`src/hdl/adc_slot_map.vh`:
```
`ifndef ADC_SLOT_MAP_VH
`define ADC_SLOT_MAP_VH
// Register byte offsets; the two slot table bases are paddr[7:6] page codes
`define OFS_CLOCK_CTL        8'h00
`define OFS_REFERENCE_CTL    8'h04
`define OFS_SAMPLE_MODE      8'h08
`define OFS_INT_TRIG_SEL     8'h0C
`define OFS_STATUS           8'h10
`define OFS_INT_LINE_SEL     8'h14
`define OFS_SLOT_CFG_BASE    2'b01
`define OFS_SLOT_RESULT_BASE 2'b10
// clock_control_reg fields
`define BIT_CLOCK_HALVE      0
`define BIT_CLOCK_QUARTER    1
`define BIT_NO_OVERLAP       2
// reference_control_reg fields
`define BIT_REF_SELECT       0
`define BIT_INT_LATE         1
// slot_config_reg fields
`define SWL_LSB              0
`define SWL_MSB              5
`define CHS_LSB              6
`define CHS_MSB              9
`define TRG_LSB              10
`define TRG_MSB              14
// Status fields
`define STAT_PTR_LSB         16
`define BIT_ERR_TRIG         20
`define BIT_ERR_CHAN         21
`define BIT_BUSY             22
// Interrupt line select fields
`define INT1_SLOT_LSB        0
`define BIT_INT1_EN          4
`define INT2_SLOT_LSB        8
`define BIT_INT2_EN          12
// Reset values
`define RST_CLOCK_CTL        3'h0
`define RST_REFERENCE_CTL    2'h2
`define RST_SLOT_CFG         15'h1406
`define RST_POINTER          4'hF
// Timing and code ranges
`define CONV_CYCLES          4'hD
`define TRIG_CODE_LO         5'h05
`define TRIG_CODE_HI         5'h14
`define SIMUL_CHAN_MAX       4'h7
`endif

```
`src/hdl/converter_clock_divider.v`:
```
`timescale 1ns/100ps
module converter_clock_divider
(
   // Clock and reset
   input  wire       clk,
   input  wire       rst_n,
   // Divider selection
   input  wire       halve,
   input  wire       quarter,
   // One system cycle per converter clock
   output reg        tick
);
   reg  [1:0] count_reg;
   wire [1:0] term;

   assign term = halve ? (quarter ? 2'h3 : 2'h1) : 2'h0;

   always @(posedge clk)
   begin
      if (!rst_n)
      begin
         count_reg <= 2'h0;
         tick      <= 1'b0;
      end
      else
      begin
         // Wrap also covers a divider change that leaves the count above the new end
         tick      <= (count_reg >= term);
         count_reg <= (count_reg >= term) ? 2'h0 : count_reg + 2'h1;
      end
   end
endmodule // converter_clock_divider

```
`src/hdl/adc_conversion_slot_control.v`:
```
`timescale 1ns/100ps
`include "adc_slot_map.vh"
module adc_conversion_slot_control
(
   // Clock and reset
   input  wire         clk,
   input  wire         rst_n,
   // APB slave
   input  wire         psel,
   input  wire         penable,
   input  wire         pwrite,
   input  wire [11:0]  paddr,
   input  wire [31:0]  pwdata,
   output reg  [31:0]  prdata,
   output reg          pready,
   output reg          pslverr,
   // PWM start triggers, asynchronous pins
   input  wire [15:0]  pwm_start_trigger,
   // Digitised analog inputs, eight 12-bit words per group
   input  wire [95:0]  group_a_input,
   input  wire [95:0]  group_b_input,
   // Results and events
   output reg  [191:0] slot_result,
   output reg          conversion_end_pulse,
   output reg  [1:0]   conversion_interrupt_line,
   output reg          reference_external
);
   localparam C_IDLE = 2'b00;
   localparam C_RUN  = 2'b01;
   localparam C_EOC  = 2'b10;
   localparam C_INT  = 2'b11;

   reg  [2:0]  clock_control_reg;
   reg  [1:0]  reference_control_reg;
   reg  [7:0]  paired_simultaneous_enable;
   reg  [31:0] int_trig_sel_reg;
   reg  [12:0] int_line_sel_reg;
   reg  [14:0] slot_config_reg [0:15];
   reg  [15:0] pend_reg;
   reg  [3:0]  priority_rotation_pointer;
   reg         err_trig_reg;
   reg         err_chan_reg;
   reg  [15:0] sync1_reg;
   reg  [15:0] sync2_reg;
   reg  [15:0] sync3_reg;
   reg  [15:0] trig_level_reg;
   reg         samp_busy_reg;
   reg         samp_hold_reg;
   reg  [3:0]  samp_slot_reg;
   reg  [5:0]  samp_cnt_reg;
   reg         samp_simul_reg;
   reg  [11:0] samp_a_reg;
   reg  [11:0] samp_b_reg;
   reg  [1:0]  conv_state_reg;
   reg  [3:0]  conv_cnt_reg;
   reg  [3:0]  conv_slot_reg;
   reg  [3:0]  conv_dest_reg;
   reg  [11:0] conv_data_reg;
   reg  [11:0] conv_data_b_reg;
   reg         conv_second_reg;
   reg  [1:0]  int_evt_reg;
   reg  [31:0] rd_data;
   reg         rd_err;
   reg  [15:0] trig_hit;
   reg  [15:0] inflight;
   reg  [1:0]  sel2;
   reg  [4:0]  trg;
   reg  [4:0]  trg_ofs;
   integer     i;
   integer     j;
   integer     m;

   wire        tick;
   wire        setup_ph;
   wire        wr_en;
   wire [15:0] pwm_edge;
   wire [4:0]  pick;
   wire [14:0] pick_cfg;
   wire        pick_simul;
   wire        samp_start;
   wire        conv_load;
   wire        last_latch;
   wire [3:0]  int1_slot;
   wire [3:0]  int2_slot;

   // Round robin search starting one past the pointer
   function [4:0] rr_pick;
      input [15:0] req;
      input [3:0]  ptr;
      integer      k;
      reg   [3:0]  c;
      begin
         rr_pick = 5'h00;
         for (k = 16; k >= 1; k = k - 1)
         begin
            c = ptr + k[3:0];
            if (req[c])
               rr_pick = {1'b1, c};
         end
      end
   endfunction

   // 12-bit word out of a packed group of eight
   function [11:0] word12;
      input [95:0] bus;
      input [2:0]  idx;
      begin
         word12 = bus[idx*12 +: 12];
      end
   endfunction

   converter_clock_divider u_div
   (
      .clk     (clk),
      .rst_n   (rst_n),
      .halve   (clock_control_reg[`BIT_CLOCK_HALVE]),
      .quarter (clock_control_reg[`BIT_CLOCK_QUARTER]),
      .tick    (tick)
   );

   assign setup_ph  = psel & ~penable;
   assign wr_en     = psel & penable & pready & pwrite & ~pslverr;
   assign int1_slot = int_line_sel_reg[`INT1_SLOT_LSB +: 4];
   assign int2_slot = int_line_sel_reg[`INT2_SLOT_LSB +: 4];

   // Register read decode; upper page and gaps answer with an error
   always @*
   begin
      rd_data = 32'h0000_0000;
      rd_err  = 1'b0;
      if (paddr[11:8] != 4'h0 || paddr[7:6] == 2'b11)
         rd_err = 1'b1;
      else if (paddr[7:6] == `OFS_SLOT_CFG_BASE)
         rd_data = {17'h0_0000, slot_config_reg[paddr[5:2]]};
      else if (paddr[7:6] == `OFS_SLOT_RESULT_BASE)
         rd_data = {20'h0_0000, slot_result[paddr[5:2]*12 +: 12]};
      else
      begin
         case (paddr[7:0])
            `OFS_CLOCK_CTL:     rd_data = {29'h0000_0000, clock_control_reg};
            `OFS_REFERENCE_CTL: rd_data = {30'h0000_0000, reference_control_reg};
            `OFS_SAMPLE_MODE:   rd_data = {24'h00_0000, paired_simultaneous_enable};
            `OFS_INT_TRIG_SEL:  rd_data = int_trig_sel_reg;
            `OFS_STATUS:        rd_data = {9'h000, (conv_state_reg != C_IDLE), err_chan_reg,
                                           err_trig_reg, priority_rotation_pointer, pend_reg};
            `OFS_INT_LINE_SEL:  rd_data = {19'h0_0000, int_line_sel_reg};
            default:            rd_err  = 1'b1;
         endcase
      end
   end

   // APB answer: one wait-free access phase, read data captured at setup
   always @(posedge clk)
   begin
      if (!rst_n)
      begin
         prdata  <= 32'h0000_0000;
         pready  <= 1'b0;
         pslverr <= 1'b0;
      end
      else
      begin
         pready  <= setup_ph;
         pslverr <= setup_ph & (rd_err | (pwrite & paddr[7:6] == `OFS_SLOT_RESULT_BASE));
         if (setup_ph && !pwrite)
            prdata <= rd_data;
      end
   end

   // Configuration registers
   always @(posedge clk)
   begin
      if (!rst_n)
      begin
         clock_control_reg          <= `RST_CLOCK_CTL;
         reference_control_reg      <= `RST_REFERENCE_CTL;
         paired_simultaneous_enable <= 8'h00;
         int_trig_sel_reg           <= 32'h0000_0000;
         int_line_sel_reg           <= 13'h0000;
         reference_external         <= 1'b0;
         for (i = 0; i < 16; i = i + 1)
            slot_config_reg[i] <= `RST_SLOT_CFG;
      end
      else
      begin
         reference_external <= reference_control_reg[`BIT_REF_SELECT];
         if (wr_en && paddr[7:6] == `OFS_SLOT_CFG_BASE)
            slot_config_reg[paddr[5:2]] <= pwdata[14:0];
         else if (wr_en)
         begin
            case (paddr[7:0])
               `OFS_CLOCK_CTL:     clock_control_reg          <= pwdata[2:0];
               `OFS_REFERENCE_CTL: reference_control_reg      <= pwdata[1:0];
               `OFS_SAMPLE_MODE:   paired_simultaneous_enable <= pwdata[7:0];
               `OFS_INT_TRIG_SEL:  int_trig_sel_reg           <= pwdata;
               `OFS_INT_LINE_SEL:  int_line_sel_reg           <= pwdata[12:0];
               default:            int_line_sel_reg           <= int_line_sel_reg;
            endcase
         end
      end
   end

   // Trigger pins: three stages, a level counts once stages two and three agree
   always @(posedge clk)
   begin
      if (!rst_n)
      begin
         sync1_reg      <= 16'h0000;
         sync2_reg      <= 16'h0000;
         sync3_reg      <= 16'h0000;
         trig_level_reg <= 16'h0000;
      end
      else
      begin
         sync1_reg      <= pwm_start_trigger;
         sync2_reg      <= sync1_reg;
         sync3_reg      <= sync2_reg;
         trig_level_reg <= (sync2_reg & sync3_reg) | (trig_level_reg & (sync2_reg | sync3_reg));
      end
   end

   assign pwm_edge = sync2_reg & sync3_reg & ~trig_level_reg;

   // Per-slot trigger; a non-zero interrupt select overrides the source code
   always @*
   begin
      trig_hit = 16'h0000;
      sel2     = 2'b00;
      trg      = 5'h00;
      trg_ofs  = 5'h00;
      for (j = 0; j < 16; j = j + 1)
      begin
         sel2    = int_trig_sel_reg[2*j +: 2];
         trg     = slot_config_reg[j][`TRG_MSB:`TRG_LSB];
         trg_ofs = trg - `TRIG_CODE_LO;
         if (sel2 != 2'b00)
            trig_hit[j] = (sel2 == 2'b01 & int_evt_reg[0]) |
                          (sel2 == 2'b10 & int_evt_reg[1]);
         else if (trg >= `TRIG_CODE_LO && trg <= `TRIG_CODE_HI)
            trig_hit[j] = pwm_edge[trg_ofs[3:0]];
      end
   end

   // Slots already taken by the sampler or the converter are not picked again
   always @*
   begin
      inflight = 16'h0000;
      if (samp_busy_reg || samp_hold_reg)
         inflight[samp_slot_reg] = 1'b1;
      if (conv_state_reg != C_IDLE)
         inflight[conv_slot_reg] = 1'b1;
   end

   assign pick       = rr_pick(pend_reg & ~inflight, priority_rotation_pointer);
   assign pick_cfg   = slot_config_reg[pick[3:0]];
   assign pick_simul = paired_simultaneous_enable[pick[3:1]];
   assign samp_start = pick[4] & ~samp_busy_reg & ~samp_hold_reg &
                       (~clock_control_reg[`BIT_NO_OVERLAP] | conv_state_reg == C_IDLE);
   assign conv_load  = samp_hold_reg & (conv_state_reg == C_IDLE);
   assign last_latch = tick & (conv_state_reg == C_EOC) & ~conv_second_reg;

   // Pending flags, pointer and error flags; a new trigger wins over the clear
   always @(posedge clk)
   begin
      if (!rst_n)
      begin
         pend_reg                  <= 16'h0000;
         priority_rotation_pointer <= `RST_POINTER;
         err_trig_reg              <= 1'b0;
         err_chan_reg              <= 1'b0;
      end
      else
      begin
         for (m = 0; m < 16; m = m + 1)
            if (trig_hit[m])
               pend_reg[m] <= 1'b1;
            else if (last_latch && conv_slot_reg == m[3:0])
               pend_reg[m] <= 1'b0;
         if (last_latch)
            priority_rotation_pointer <= conv_slot_reg;
         if (wr_en && paddr[7:6] == `OFS_SLOT_CFG_BASE &&
             (pwdata[`TRG_MSB:`TRG_LSB] < `TRIG_CODE_LO ||
              pwdata[`TRG_MSB:`TRG_LSB] > `TRIG_CODE_HI))
            err_trig_reg <= 1'b1;
         else if (wr_en && paddr[7:0] == `OFS_STATUS && pwdata[`BIT_ERR_TRIG])
            err_trig_reg <= 1'b0;
         if (samp_start && pick_simul && pick_cfg[`CHS_MSB:`CHS_LSB] > `SIMUL_CHAN_MAX)
            err_chan_reg <= 1'b1;
         else if (wr_en && paddr[7:0] == `OFS_STATUS && pwdata[`BIT_ERR_CHAN])
            err_chan_reg <= 1'b0;
      end
   end

   // Sampler: window of length plus one converter clocks, begin/end average
   always @(posedge clk)
   begin
      if (!rst_n)
      begin
         samp_busy_reg  <= 1'b0;
         samp_hold_reg  <= 1'b0;
         samp_slot_reg  <= 4'h0;
         samp_cnt_reg   <= 6'h00;
         samp_simul_reg <= 1'b0;
         samp_a_reg     <= 12'h000;
         samp_b_reg     <= 12'h000;
      end
      else if (samp_start)
      begin
         samp_busy_reg  <= 1'b1;
         samp_slot_reg  <= pick[3:0];
         samp_cnt_reg   <= pick_cfg[`SWL_MSB:`SWL_LSB];
         samp_simul_reg <= pick_simul;
         if (pick_simul)
            samp_a_reg <= word12(group_a_input, pick_cfg[`CHS_LSB +: 3]);
         else if (pick_cfg[`CHS_MSB])
            samp_a_reg <= word12(group_b_input, pick_cfg[`CHS_LSB +: 3]);
         else
            samp_a_reg <= word12(group_a_input, pick_cfg[`CHS_LSB +: 3]);
         samp_b_reg <= word12(group_b_input, pick_cfg[`CHS_LSB +: 3]);
      end
      else if (samp_busy_reg && tick)
      begin
         if (samp_cnt_reg == 6'h00)
         begin
            // Average of the two ends stands in for the charging capacitor
            samp_busy_reg <= 1'b0;
            samp_hold_reg <= 1'b1;
            if (samp_simul_reg)
               samp_a_reg <= avg12(samp_a_reg,
                                   word12(group_a_input, sel_chan(samp_slot_reg)));
            else if (slot_config_reg[samp_slot_reg][`CHS_MSB])
               samp_a_reg <= avg12(samp_a_reg,
                                   word12(group_b_input, sel_chan(samp_slot_reg)));
            else
               samp_a_reg <= avg12(samp_a_reg,
                                   word12(group_a_input, sel_chan(samp_slot_reg)));
            samp_b_reg <= avg12(samp_b_reg, word12(group_b_input, sel_chan(samp_slot_reg)));
         end
         else
            samp_cnt_reg <= samp_cnt_reg - 6'h01;
      end
      else if (conv_load)
         samp_hold_reg <= 1'b0;
   end

   function [2:0] sel_chan;
      input [3:0] slot;
      begin
         sel_chan = slot_config_reg[slot][`CHS_LSB +: 3];
      end
   endfunction

   function [11:0] avg12;
      input [11:0] a;
      input [11:0] b;
      reg   [12:0] s;
      begin
         s     = {1'b0, a} + {1'b0, b};
         avg12 = s[12:1];
      end
   endfunction

   // Converter: thirteen clocks, end pulse, then latch with interrupt pulse
   always @(posedge clk)
   begin
      if (!rst_n)
      begin
         conv_state_reg            <= C_IDLE;
         conv_cnt_reg              <= 4'h0;
         conv_slot_reg             <= 4'h0;
         conv_dest_reg             <= 4'h0;
         conv_data_reg             <= 12'h000;
         conv_data_b_reg           <= 12'h000;
         conv_second_reg           <= 1'b0;
         slot_result               <= 192'h0;
         conversion_end_pulse      <= 1'b0;
         conversion_interrupt_line <= 2'b00;
         int_evt_reg               <= 2'b00;
      end
      else
      begin
         int_evt_reg <= 2'b00;
         case (conv_state_reg)
            C_IDLE:
            begin
               if (conv_load)
               begin
                  conv_state_reg  <= C_RUN;
                  conv_cnt_reg    <= 4'h0;
                  conv_slot_reg   <= samp_slot_reg;
                  conv_dest_reg   <= samp_slot_reg;
                  conv_data_reg   <= samp_a_reg;
                  conv_data_b_reg <= samp_b_reg;
                  conv_second_reg <= samp_simul_reg;
               end
            end
            C_RUN:
            begin
               if (tick)
               begin
                  conv_cnt_reg <= conv_cnt_reg + 4'h1;
                  if (conv_cnt_reg == `CONV_CYCLES - 4'h1)
                  begin
                     conv_state_reg       <= C_EOC;
                     conversion_end_pulse <= 1'b1;
                  end
               end
            end
            C_EOC:
            begin
               if (tick)
               begin
                  // Whole word in one edge, so no partial result is ever seen
                  slot_result[conv_dest_reg*12 +: 12] <= conv_data_reg;
                  conversion_end_pulse <= 1'b0;
                  conversion_interrupt_line[0] <= int_line_sel_reg[`BIT_INT1_EN] &
                                                  (int1_slot == conv_dest_reg);
                  conversion_interrupt_line[1] <= int_line_sel_reg[`BIT_INT2_EN] &
                                                  (int2_slot == conv_dest_reg);
                  int_evt_reg[0] <= int_line_sel_reg[`BIT_INT1_EN] &
                                    (int1_slot == conv_dest_reg);
                  int_evt_reg[1] <= int_line_sel_reg[`BIT_INT2_EN] &
                                    (int2_slot == conv_dest_reg);
                  conv_state_reg <= C_INT;
               end
            end
            default:
            begin
               if (tick)
               begin
                  conversion_interrupt_line <= 2'b00;
                  if (conv_second_reg)
                  begin
                     // Partner slot of the pair receives the group B result
                     conv_state_reg  <= C_RUN;
                     conv_cnt_reg    <= 4'h0;
                     conv_dest_reg   <= conv_slot_reg ^ 4'h1;
                     conv_data_reg   <= conv_data_b_reg;
                     conv_second_reg <= 1'b0;
                  end
                  else
                     conv_state_reg <= C_IDLE;
               end
            end
         endcase
      end
   end
endmodule // adc_conversion_slot_control

```
`config.mk`:
```
export PLATFORM = sky130hd
export DESIGN_NAME = adc_conversion_slot_control
export DESIGN_NICKNAME = d
export VERILOG_FILES = /design/src/hdl/converter_clock_divider.v /design/src/hdl/adc_conversion_slot_control.v
export VERILOG_INCLUDE_DIRS = /design/src /design/src/hdl
export SDC_FILE = /design/constraint.sdc
export NUM_CORES = 2
export LEC_CHECK = 0
export ABC_AREA = 1
export BUFFER_PORTS_ARGS = -buffer_cell sky130_fd_sc_hd__buf_2
export CAP_MARGIN = 0
export CELL_PAD_IN_SITES_DETAIL_PLACEMENT = 1
export CELL_PAD_IN_SITES_GLOBAL_PLACEMENT = 2
export CORE_AREA = 8 8 365 367
export DETAILED_ROUTE_END_ITERATION = 7
export DIE_AREA = 0 0 373 375
export PLACE_DENSITY_LB_ADDON = 0.1
export SLEW_MARGIN = 20
export SYNTH_ARGS = -nofsm -noshare
export SYNTH_HDL_FRONTEND = slang
export SYNTH_SLANG_ARGS = --single-unit
```
`constraint.sdc`:
```
create_clock -name clk -period 5.9 [get_ports clk]
set_input_delay 0.295 -clock clk [delete_from_list [all_inputs] [get_ports clk]]
set_output_delay 0.295 -clock clk [all_outputs]
set_load 0.02 [all_outputs]
```
Word-level counts from Yosys, hierarchy flattened
Memories as Yosys holds them, arrays and structs flattened. A register that Yosys moved wholly into a read port is not among the register bits.
Cells that the tools add are included.
W data, S select, Z words.
{"block": "op_classes", "addsub": 38, "multipliers": 4, "magnitude_cmp": 73, "n_eq_ne": 66, "n_shift": 7, "mux": 224, "bitwise_logic": 87, "n_reduce_logical": 116}
{"op": "$shiftx A96 B8 Y12", "count": 4}
{"op": "$bwmux W192", "count": 1}
{"op": "$pmux W32 S6", "count": 1}
{"op": "$shift A12 B34 Y192 const A", "count": 1}
{"op": "$shiftx A12 B34 Y192", "count": 1}
{"op": "$shiftx A192 B9 Y12", "count": 1}
{"op": "$lt A4 B5 Y1 const B", "count": 34}
{"op": "$mux W12", "count": 13}
{"op": "$bmux W1 S4", "count": 32}
{"op": "$mux W1", "count": 123}
{"op": "$mux W32", "count": 3}
{"op": "$reduce_bool A2 Y1", "count": 41}
{"op": "$ge A5 B3 Y1 const B", "count": 16}
{"op": "$le A5 B5 Y1 const B", "count": 16}
{"op": "$mux W5", "count": 16}
{"op": "$and A16 B16 Y16", "count": 4}
{"op": "$sub A4 B3 Y4 const B", "count": 16}
{"op": "$or A16 B16 Y16", "count": 3}
{"op": "$and A1 B1 Y1", "count": 47}
{"op": "$logic_and A1 B1 Y1", "count": 43}
{"op": "$mux W4", "count": 10}
{"op": "$add A12 B12 Y13", "count": 3}
{"op": "$eq A2 B2 Y1 const B", "count": 19}
{"op": "$eq A2 B1 Y1 const B", "count": 18}
{"op": "other kinds (55)", "count": 149}
{"block": "word_totals", "reg_bits": 455, "ram_bits": 240, "inputBits": 257, "elab_cells": 668, "n_memories": 1}
{"memory": "slot_config_reg", "words": 16, "word_bits": 15, "rd": 19, "rd_ports_with_merged_regs": 1, "wr": 16, "line": "adc_conversion_slot_control.v:38", "rtl": "reg [14:0] slot_config_reg [0:15];"}

Logic depth before layout (Yosys ltp)
{"block": "logic_depth", "ltp_word": 33, "ltp_mapped": 43, "mapped_depth_nobuf": 39}

Hierarchy
Synthesis repeated with hierarchy kept, for this count alone.
{"block": "unflattened", "cells_unflattened": 6181, "area_unflattened_um2": 43020.0}
{"module": "adc_conversion_slot_control", "instances": 1, "cells_per_inst": 6163, "area_each_um2": 42877.4, "seq_area_each_um2": 16335.7}
{"module": "converter_clock_divider", "instances": 1, "cells_per_inst": 18, "area_each_um2": 142.6, "seq_area_each_um2": 60.1}

Worst setup path before layout
No wires, ideal clock.
{"block": "synth_path", "path_type": "register to register", "from": "register (tool-made name)", "to": "register samp_a_reg[10]", "setup_ns": 0.119, "arrival_ns": 4.442, "required_time_ns": 5.781, "setup_slack_ns": 1.338, "path_stages_with_launch": 30, "path_buffers": 5, "path_cell_list": "dfxtp_1 -> buf_2 -> buf_2 -> o211ai_1 -> nand3_1 -> nand3_1 -> nand2_1 -> clkbuf_1 -> clkbuf_1 -> clkbuf_1 -> o211ai_1 -> nand3_1 -> o21ai_0 -> ha_1 -> nand2_1 -> o21ai_0 -> a21oi_1 -> o21ai_0 -> inv_1 -> o21ai_0 -> nand3_1 -> nand2_1 -> nand2_1 -> nand2_1 -> a21oi_1 -> or2_2 -> nand3_1 -> nand2_1 -> o21ai_0 -> a21oi_1"}
{"item": "end signal: assignment", "line": "adc_conversion_slot_control.v:314", "rtl": "samp_a_reg <= word12(group_a_input, pick_cfg[`CHS_LSB +: 3]);"}
{"item": "end signal: assignment", "line": "adc_conversion_slot_control.v:316", "rtl": "samp_a_reg <= word12(group_b_input, pick_cfg[`CHS_LSB +: 3]);"}
{"item": "end signal: assignment", "line": "adc_conversion_slot_control.v:318", "rtl": "samp_a_reg <= word12(group_a_input, pick_cfg[`CHS_LSB +: 3]);"}
{"item": "end: declaration", "line": "adc_conversion_slot_control.v:52", "rtl": "reg [11:0] samp_a_reg;"}

Worst setup path in the final report
{"block": "layout_path", "from": "register conv_slot_reg[1]", "to": "register samp_b_reg[6]"}
{"block": "layout_between", "elab_chain_cells": 31}
{"item": "start: declaration", "line": "adc_conversion_slot_control.v:56", "rtl": "reg [3:0] conv_slot_reg;"}
{"item": "start signal: assignment", "line": "adc_conversion_slot_control.v:390", "rtl": "conv_slot_reg <= samp_slot_reg;"}
{"item": "$lt A4 B5 Y1 (implied by the code) / $ge A4 B1 Y1 (equally long branches)", "line": "adc_conversion_slot_control.v:251", "rtl": "inflight[conv_slot_reg] = 1'b1;"}
{"item": "$logic_and A1 B1 Y1 (implied by the code)", "line": "adc_conversion_slot_control.v:251"}
{"item": "$mux W1 (implied by the code)", "line": "adc_conversion_slot_control.v:251"}
{"item": "$demux W1 S4 *", "line": "adc_conversion_slot_control.v:251"}
{"item": "$or A16 B16 Y16 (no line) *"}
{"item": "$mux W16 *", "line": "adc_conversion_slot_control.v:250", "rtl": "if (conv_state_reg != C_IDLE)"}
{"item": "$not A16 Y16 *", "line": "adc_conversion_slot_control.v:254", "rtl": "assign pick = rr_pick(pend_reg & ~inflight, priority_rotation_pointer);"}
{"item": "$and A16 B16 Y16 *", "line": "adc_conversion_slot_control.v:254"}
{"item": "$bmux W1 S4", "line": "adc_conversion_slot_control.v:97", "rtl": "if (req[c])"}
{"item": "$mux W1 (implied by the code)", "line": "adc_conversion_slot_control.v:97"}
{"item": "$mux W5 (15 in a row)", "line": "adc_conversion_slot_control.v:97"}
{"item": "$mux W5 *", "line": "adc_conversion_slot_control.v:97"}
{"item": "branches (longest 5 deep; another with $mem_v2 Z16 W15)"}
{"item": "end signal: assignment", "line": "adc_conversion_slot_control.v:319", "rtl": "samp_b_reg <= word12(group_b_input, pick_cfg[`CHS_LSB +: 3]);"}
{"item": "end signal: assignment", "line": "adc_conversion_slot_control.v:337", "rtl": "samp_b_reg <= avg12(samp_b_reg, word12(group_b_input, sel_chan(samp_slot_reg)));"}
{"item": "end: declaration", "line": "adc_conversion_slot_control.v:53", "rtl": "reg [11:0] samp_b_reg;"}
Mark *: on every way between the ends. The select of a mux whose other input is x is not followed.
A chain may end at the register's enable or synchronous reset.

==> summary.txt <==
Status
  – Outcome: finished clean

Floorplan
  – Area of the die: 0.140 mm²
  – Core footprint: 0.127 mm²
  – Number of core rows: 131
  – Die width: 373 µm
  – Die Span Y: 375 µm
  – Starting density of the core: 33.9%
  – Top-level port count: 487

Synthesis
  – Number of synthesized register bits: 699
  – Most area-consuming cells after synthesis: sky130_fd_sc_hd__dfxtp_1 21%, sky130_fd_sc_hd__edfxtp_1 17%, sky130_fd_sc_hd__nand2_1 9.4%
  – Number of enable-type register cells in the synthesized netlist: 240
  – Synth Cell Area: 0.0431 mm²
  – Top cell type by total area after synthesis: sky130_fd_sc_hd__dfxtp_1
  – Seq/Total Area, Yosys: 38.1%
  – Area share of the largest cell type after synthesis: 21.3%
  – Syn. warnings: 0
  – Post-Synthesis Cells: 6173
  – Most common flop cell mapped by yosys: sky130_fd_sc_hd__dfxtp_1
  – Count of different cell masters after synthesis: 60
  – Average size of a mapped cell: 6.98 µm²
  – Proportion of register bits with asynchronous set or reset after synthesis: 0%
  – Post-synthesis net count: 6538
  – Most instantiated cells after synthesis: 1079 x sky130_fd_sc_hd__nand2_1, 678 x sky130_fd_sc_hd__o21ai_0, 649 x sky130_fd_sc_hd__inv_1
  – Most numerous cell in the Yosys netlist: sky130_fd_sc_hd__nand2_1

Global routing
  – Largest net degree at the start of global routing: 99
  – Number of global-route vias before repair: 48200
  – GR Overflow Total: 0
  – Global-route wire length before repair: 332 mm
  – Gr usage total: 31.3%
  – Number of antenna violations at the first check in global routing: 4

Drt
  – Length of routed wiring on met1: 94.7 mm
  – Number of DRC violations after detailed-routing iteration 0: 4167
  – Uppermost layer routed: met5
  – Iteration count of the initial detailed-routing pass: 6
  – Met2 routed WL: 110 mm
  – Final ANT Viol Nets: 0
  – Aggregate routed wire length: 230 mm
  – Mean number of vias per cell: 5.80
  – Routed via count: 48200
  – Count of unresolved DRC violations after routing: 0
  – Routed wire length on met3: 13.1 mm
  – Routed wire length per instance: 27.7 µm

Final layout
  – Multi-input gate area in the final layout: 0.0226 mm²
  – Final cell area excluding filler cells: 0.0509 mm²
  – Non-Filler Instances: 8311
  – Total Nets Final: 6942
  – Fillers: 16000
  – Flip-flop count of the largest register, all copies and words added: 240
  – Area grow syn2layout: 18.2%
  – Fraction of final layout cells with drive strength greater than 1: 13.0%
  – Core Util, Final: 40.1%
  – Diode count: 0
  – Sequential cell area: 0.0164 mm²

Setup path
  – Type of the setup path with the least slack: register to register
  – Most repeated library cell on the critical path: sky130_fd_sc_hd__nand2_1
  – Critical Path Source Type: register
  – Logic depth of the worst setup path including buffers: 38
  – Depth of the worst register-to-register path: 38
  – CP max stage delay: 0.57 ns
  – Arrival time of data at the critical path endpoint: 5.96 ns
  – CP top delay family: simple AND/OR/NAND/NOR gates
  – Kind of end point of the critical path: register
  – Critical Path Slowest Stage Cell: sky130_fd_sc_hd__dfxtp_1
  – WP data required: 6.44 ns
  – Bufs and invs on worst path: 3
  – Critical path peak fanout: 96

Clock tree
  – Number of setup buffers added after CTS: 0
  – CTS H-Tree Depth: 3
  – Number of buffers on the longest clock path: 3
  – Worst skew pair latency: 0.70 ns
  – TritonCTS buffer count: 86
  – CTS tree: done
  – Clock input transition at the sequential cells of the worst setup and hold paths: 0.06 ns
  – Clock Sinks: 699
  – Clock root buffer master: sky130_fd_sc_hd__clkbuf_16

Worst hold path
  – Count of cells along the worst hold path: 5
  – Class of the tightest hold or removal check: input pin to register

STA
  – RSZ-0062 raised after global routing: no
  – Count of endpoints failing setup in the final report: 0
  – Final number of hold-violating endpoints: 0
  – Least-Margin Pin Slew: 1.18 ns
  – Total Negative Setup Slacks: 0 ns
  – Part of the cycle the worst path needs: 91.9%
  – Hold Slack: 0.0409 ns
  – Final worst slack: 0.480 ns
  – Minimum clock period after layout: 5.42 ns
  – Highest Clock Rate: 185 MHz
  – Total count of max-transition violations in the final report: 0
  – Rel. slew slack: 21.0%
  – Worst-case clock skew: 0.0494 ns

Placement
  – HPWL after detailed placement: 175 mm
  – Area after detailed placement: 0.0476 mm²
  – Number of placed instances with taps included: 8113
  – Minimum setup slack after placement: 0.562 ns
  – Buffers added on ports: 486
  – Routability congestion estimate: 0.954

Power
  – Reported leakage power: 21.7 nW
  – Total chip power: 24.2 mW
  – Power Density: 475 mW/mm²
  – Highest ir drop seen on vdd: 494 µV

Job
  – Max Cap Violations: 0
[path summary, 6_finish.rpt]
check	slack, ns	from	endpoint
worst max-delay path	0.48	conv_slot_reg[1]	samp_b_reg[6]
worst min-delay path	0.04	paddr[10]	prdata[14]
worst max register to register	0.48	conv_slot_reg[1]	samp_b_reg[6]
worst min register to register	0.41	sync1_reg[10]	sync2_reg[10]
[routing by layer]
| layer | vias up | track usage (%) |
|---|---|---|
| met4 | 4 | 14.0 |
| met1 | 24000 | 39.2 |
| li1 | 22100 | - |
| met2 | 1682 | 53.6 |
| met5 | - | 0 |
| met3 | 479 | 4.23 |
[layout make-up]
type / instances / share of cell area [%]
timing repair buffer: 698 / 8.38
clock buffer: 125 / 4.95
multi-input combinational: 4405 / 44.5
clock inverter: 35 / 0.816
sequential: 699 / 32.2
inverter: 687 / 5.09
tap: 1662 / 4.08
[kinds of logic after synthesis]
group / Yosys count / synth area share (%)
DFF: 699 / 38.1
xor gates and xnor gates: 65 / 1.32
and+or+nand+nor: 2411 / 23.7
adders and majority gates: 108 / 3.21
AOI/OAI and AO/OA: 1821 / 24.0
buffers and inverters: 1069 / 9.67
[cell usage in the layout (no fill, tap or decap), drive strengths merged, types with 7 or more instances in the layout]
cell type,n
o22ai,217
a311o,10
nand3,619
xor2,46
clkinvlp,7
nand4,58
buf,660
a22oi,14
a32o,18
nor3,65
o21ai,686
ha,104
clkinv,41
edfxtp,240
a32oi,17
a21oi,596
nand3b,10
nor2,546
a221oi,20
clkbuf,125
o21a,18
or2,7
dlygate4sd3,38
a311oi,12
dfxtp,459
o311ai,9
o221ai,24
nand2,1088
o211ai,79
xnor2,19
a31oi,38
a211oi,29
inv,668
[power breakdown]
group          leakage, nW  internal, mW  switching (mW)
Sequential            6.15          5.21           0.327
Combinational         14.1          3.88            9.17
Clock                 1.42          3.25            2.34
Total                 21.7          12.3            11.8
[worst min-delay path, delay by kind of cell]
kind	cells	cell delay [ns]
AO/OA/AOI/OAI	2	0.14
buffers and inverters	1	0.07
AND/OR/NAND/NOR	2	0.19
[repair_timing]
action | CTS | global route
hold buffers | 38 | 0
endpoints found under the setup margin | 0 | 2
hold endpoints to repair | 40 | 0
resized for setup | 0 | 2
No activity file was read; power rests on OpenSTA's default activity.
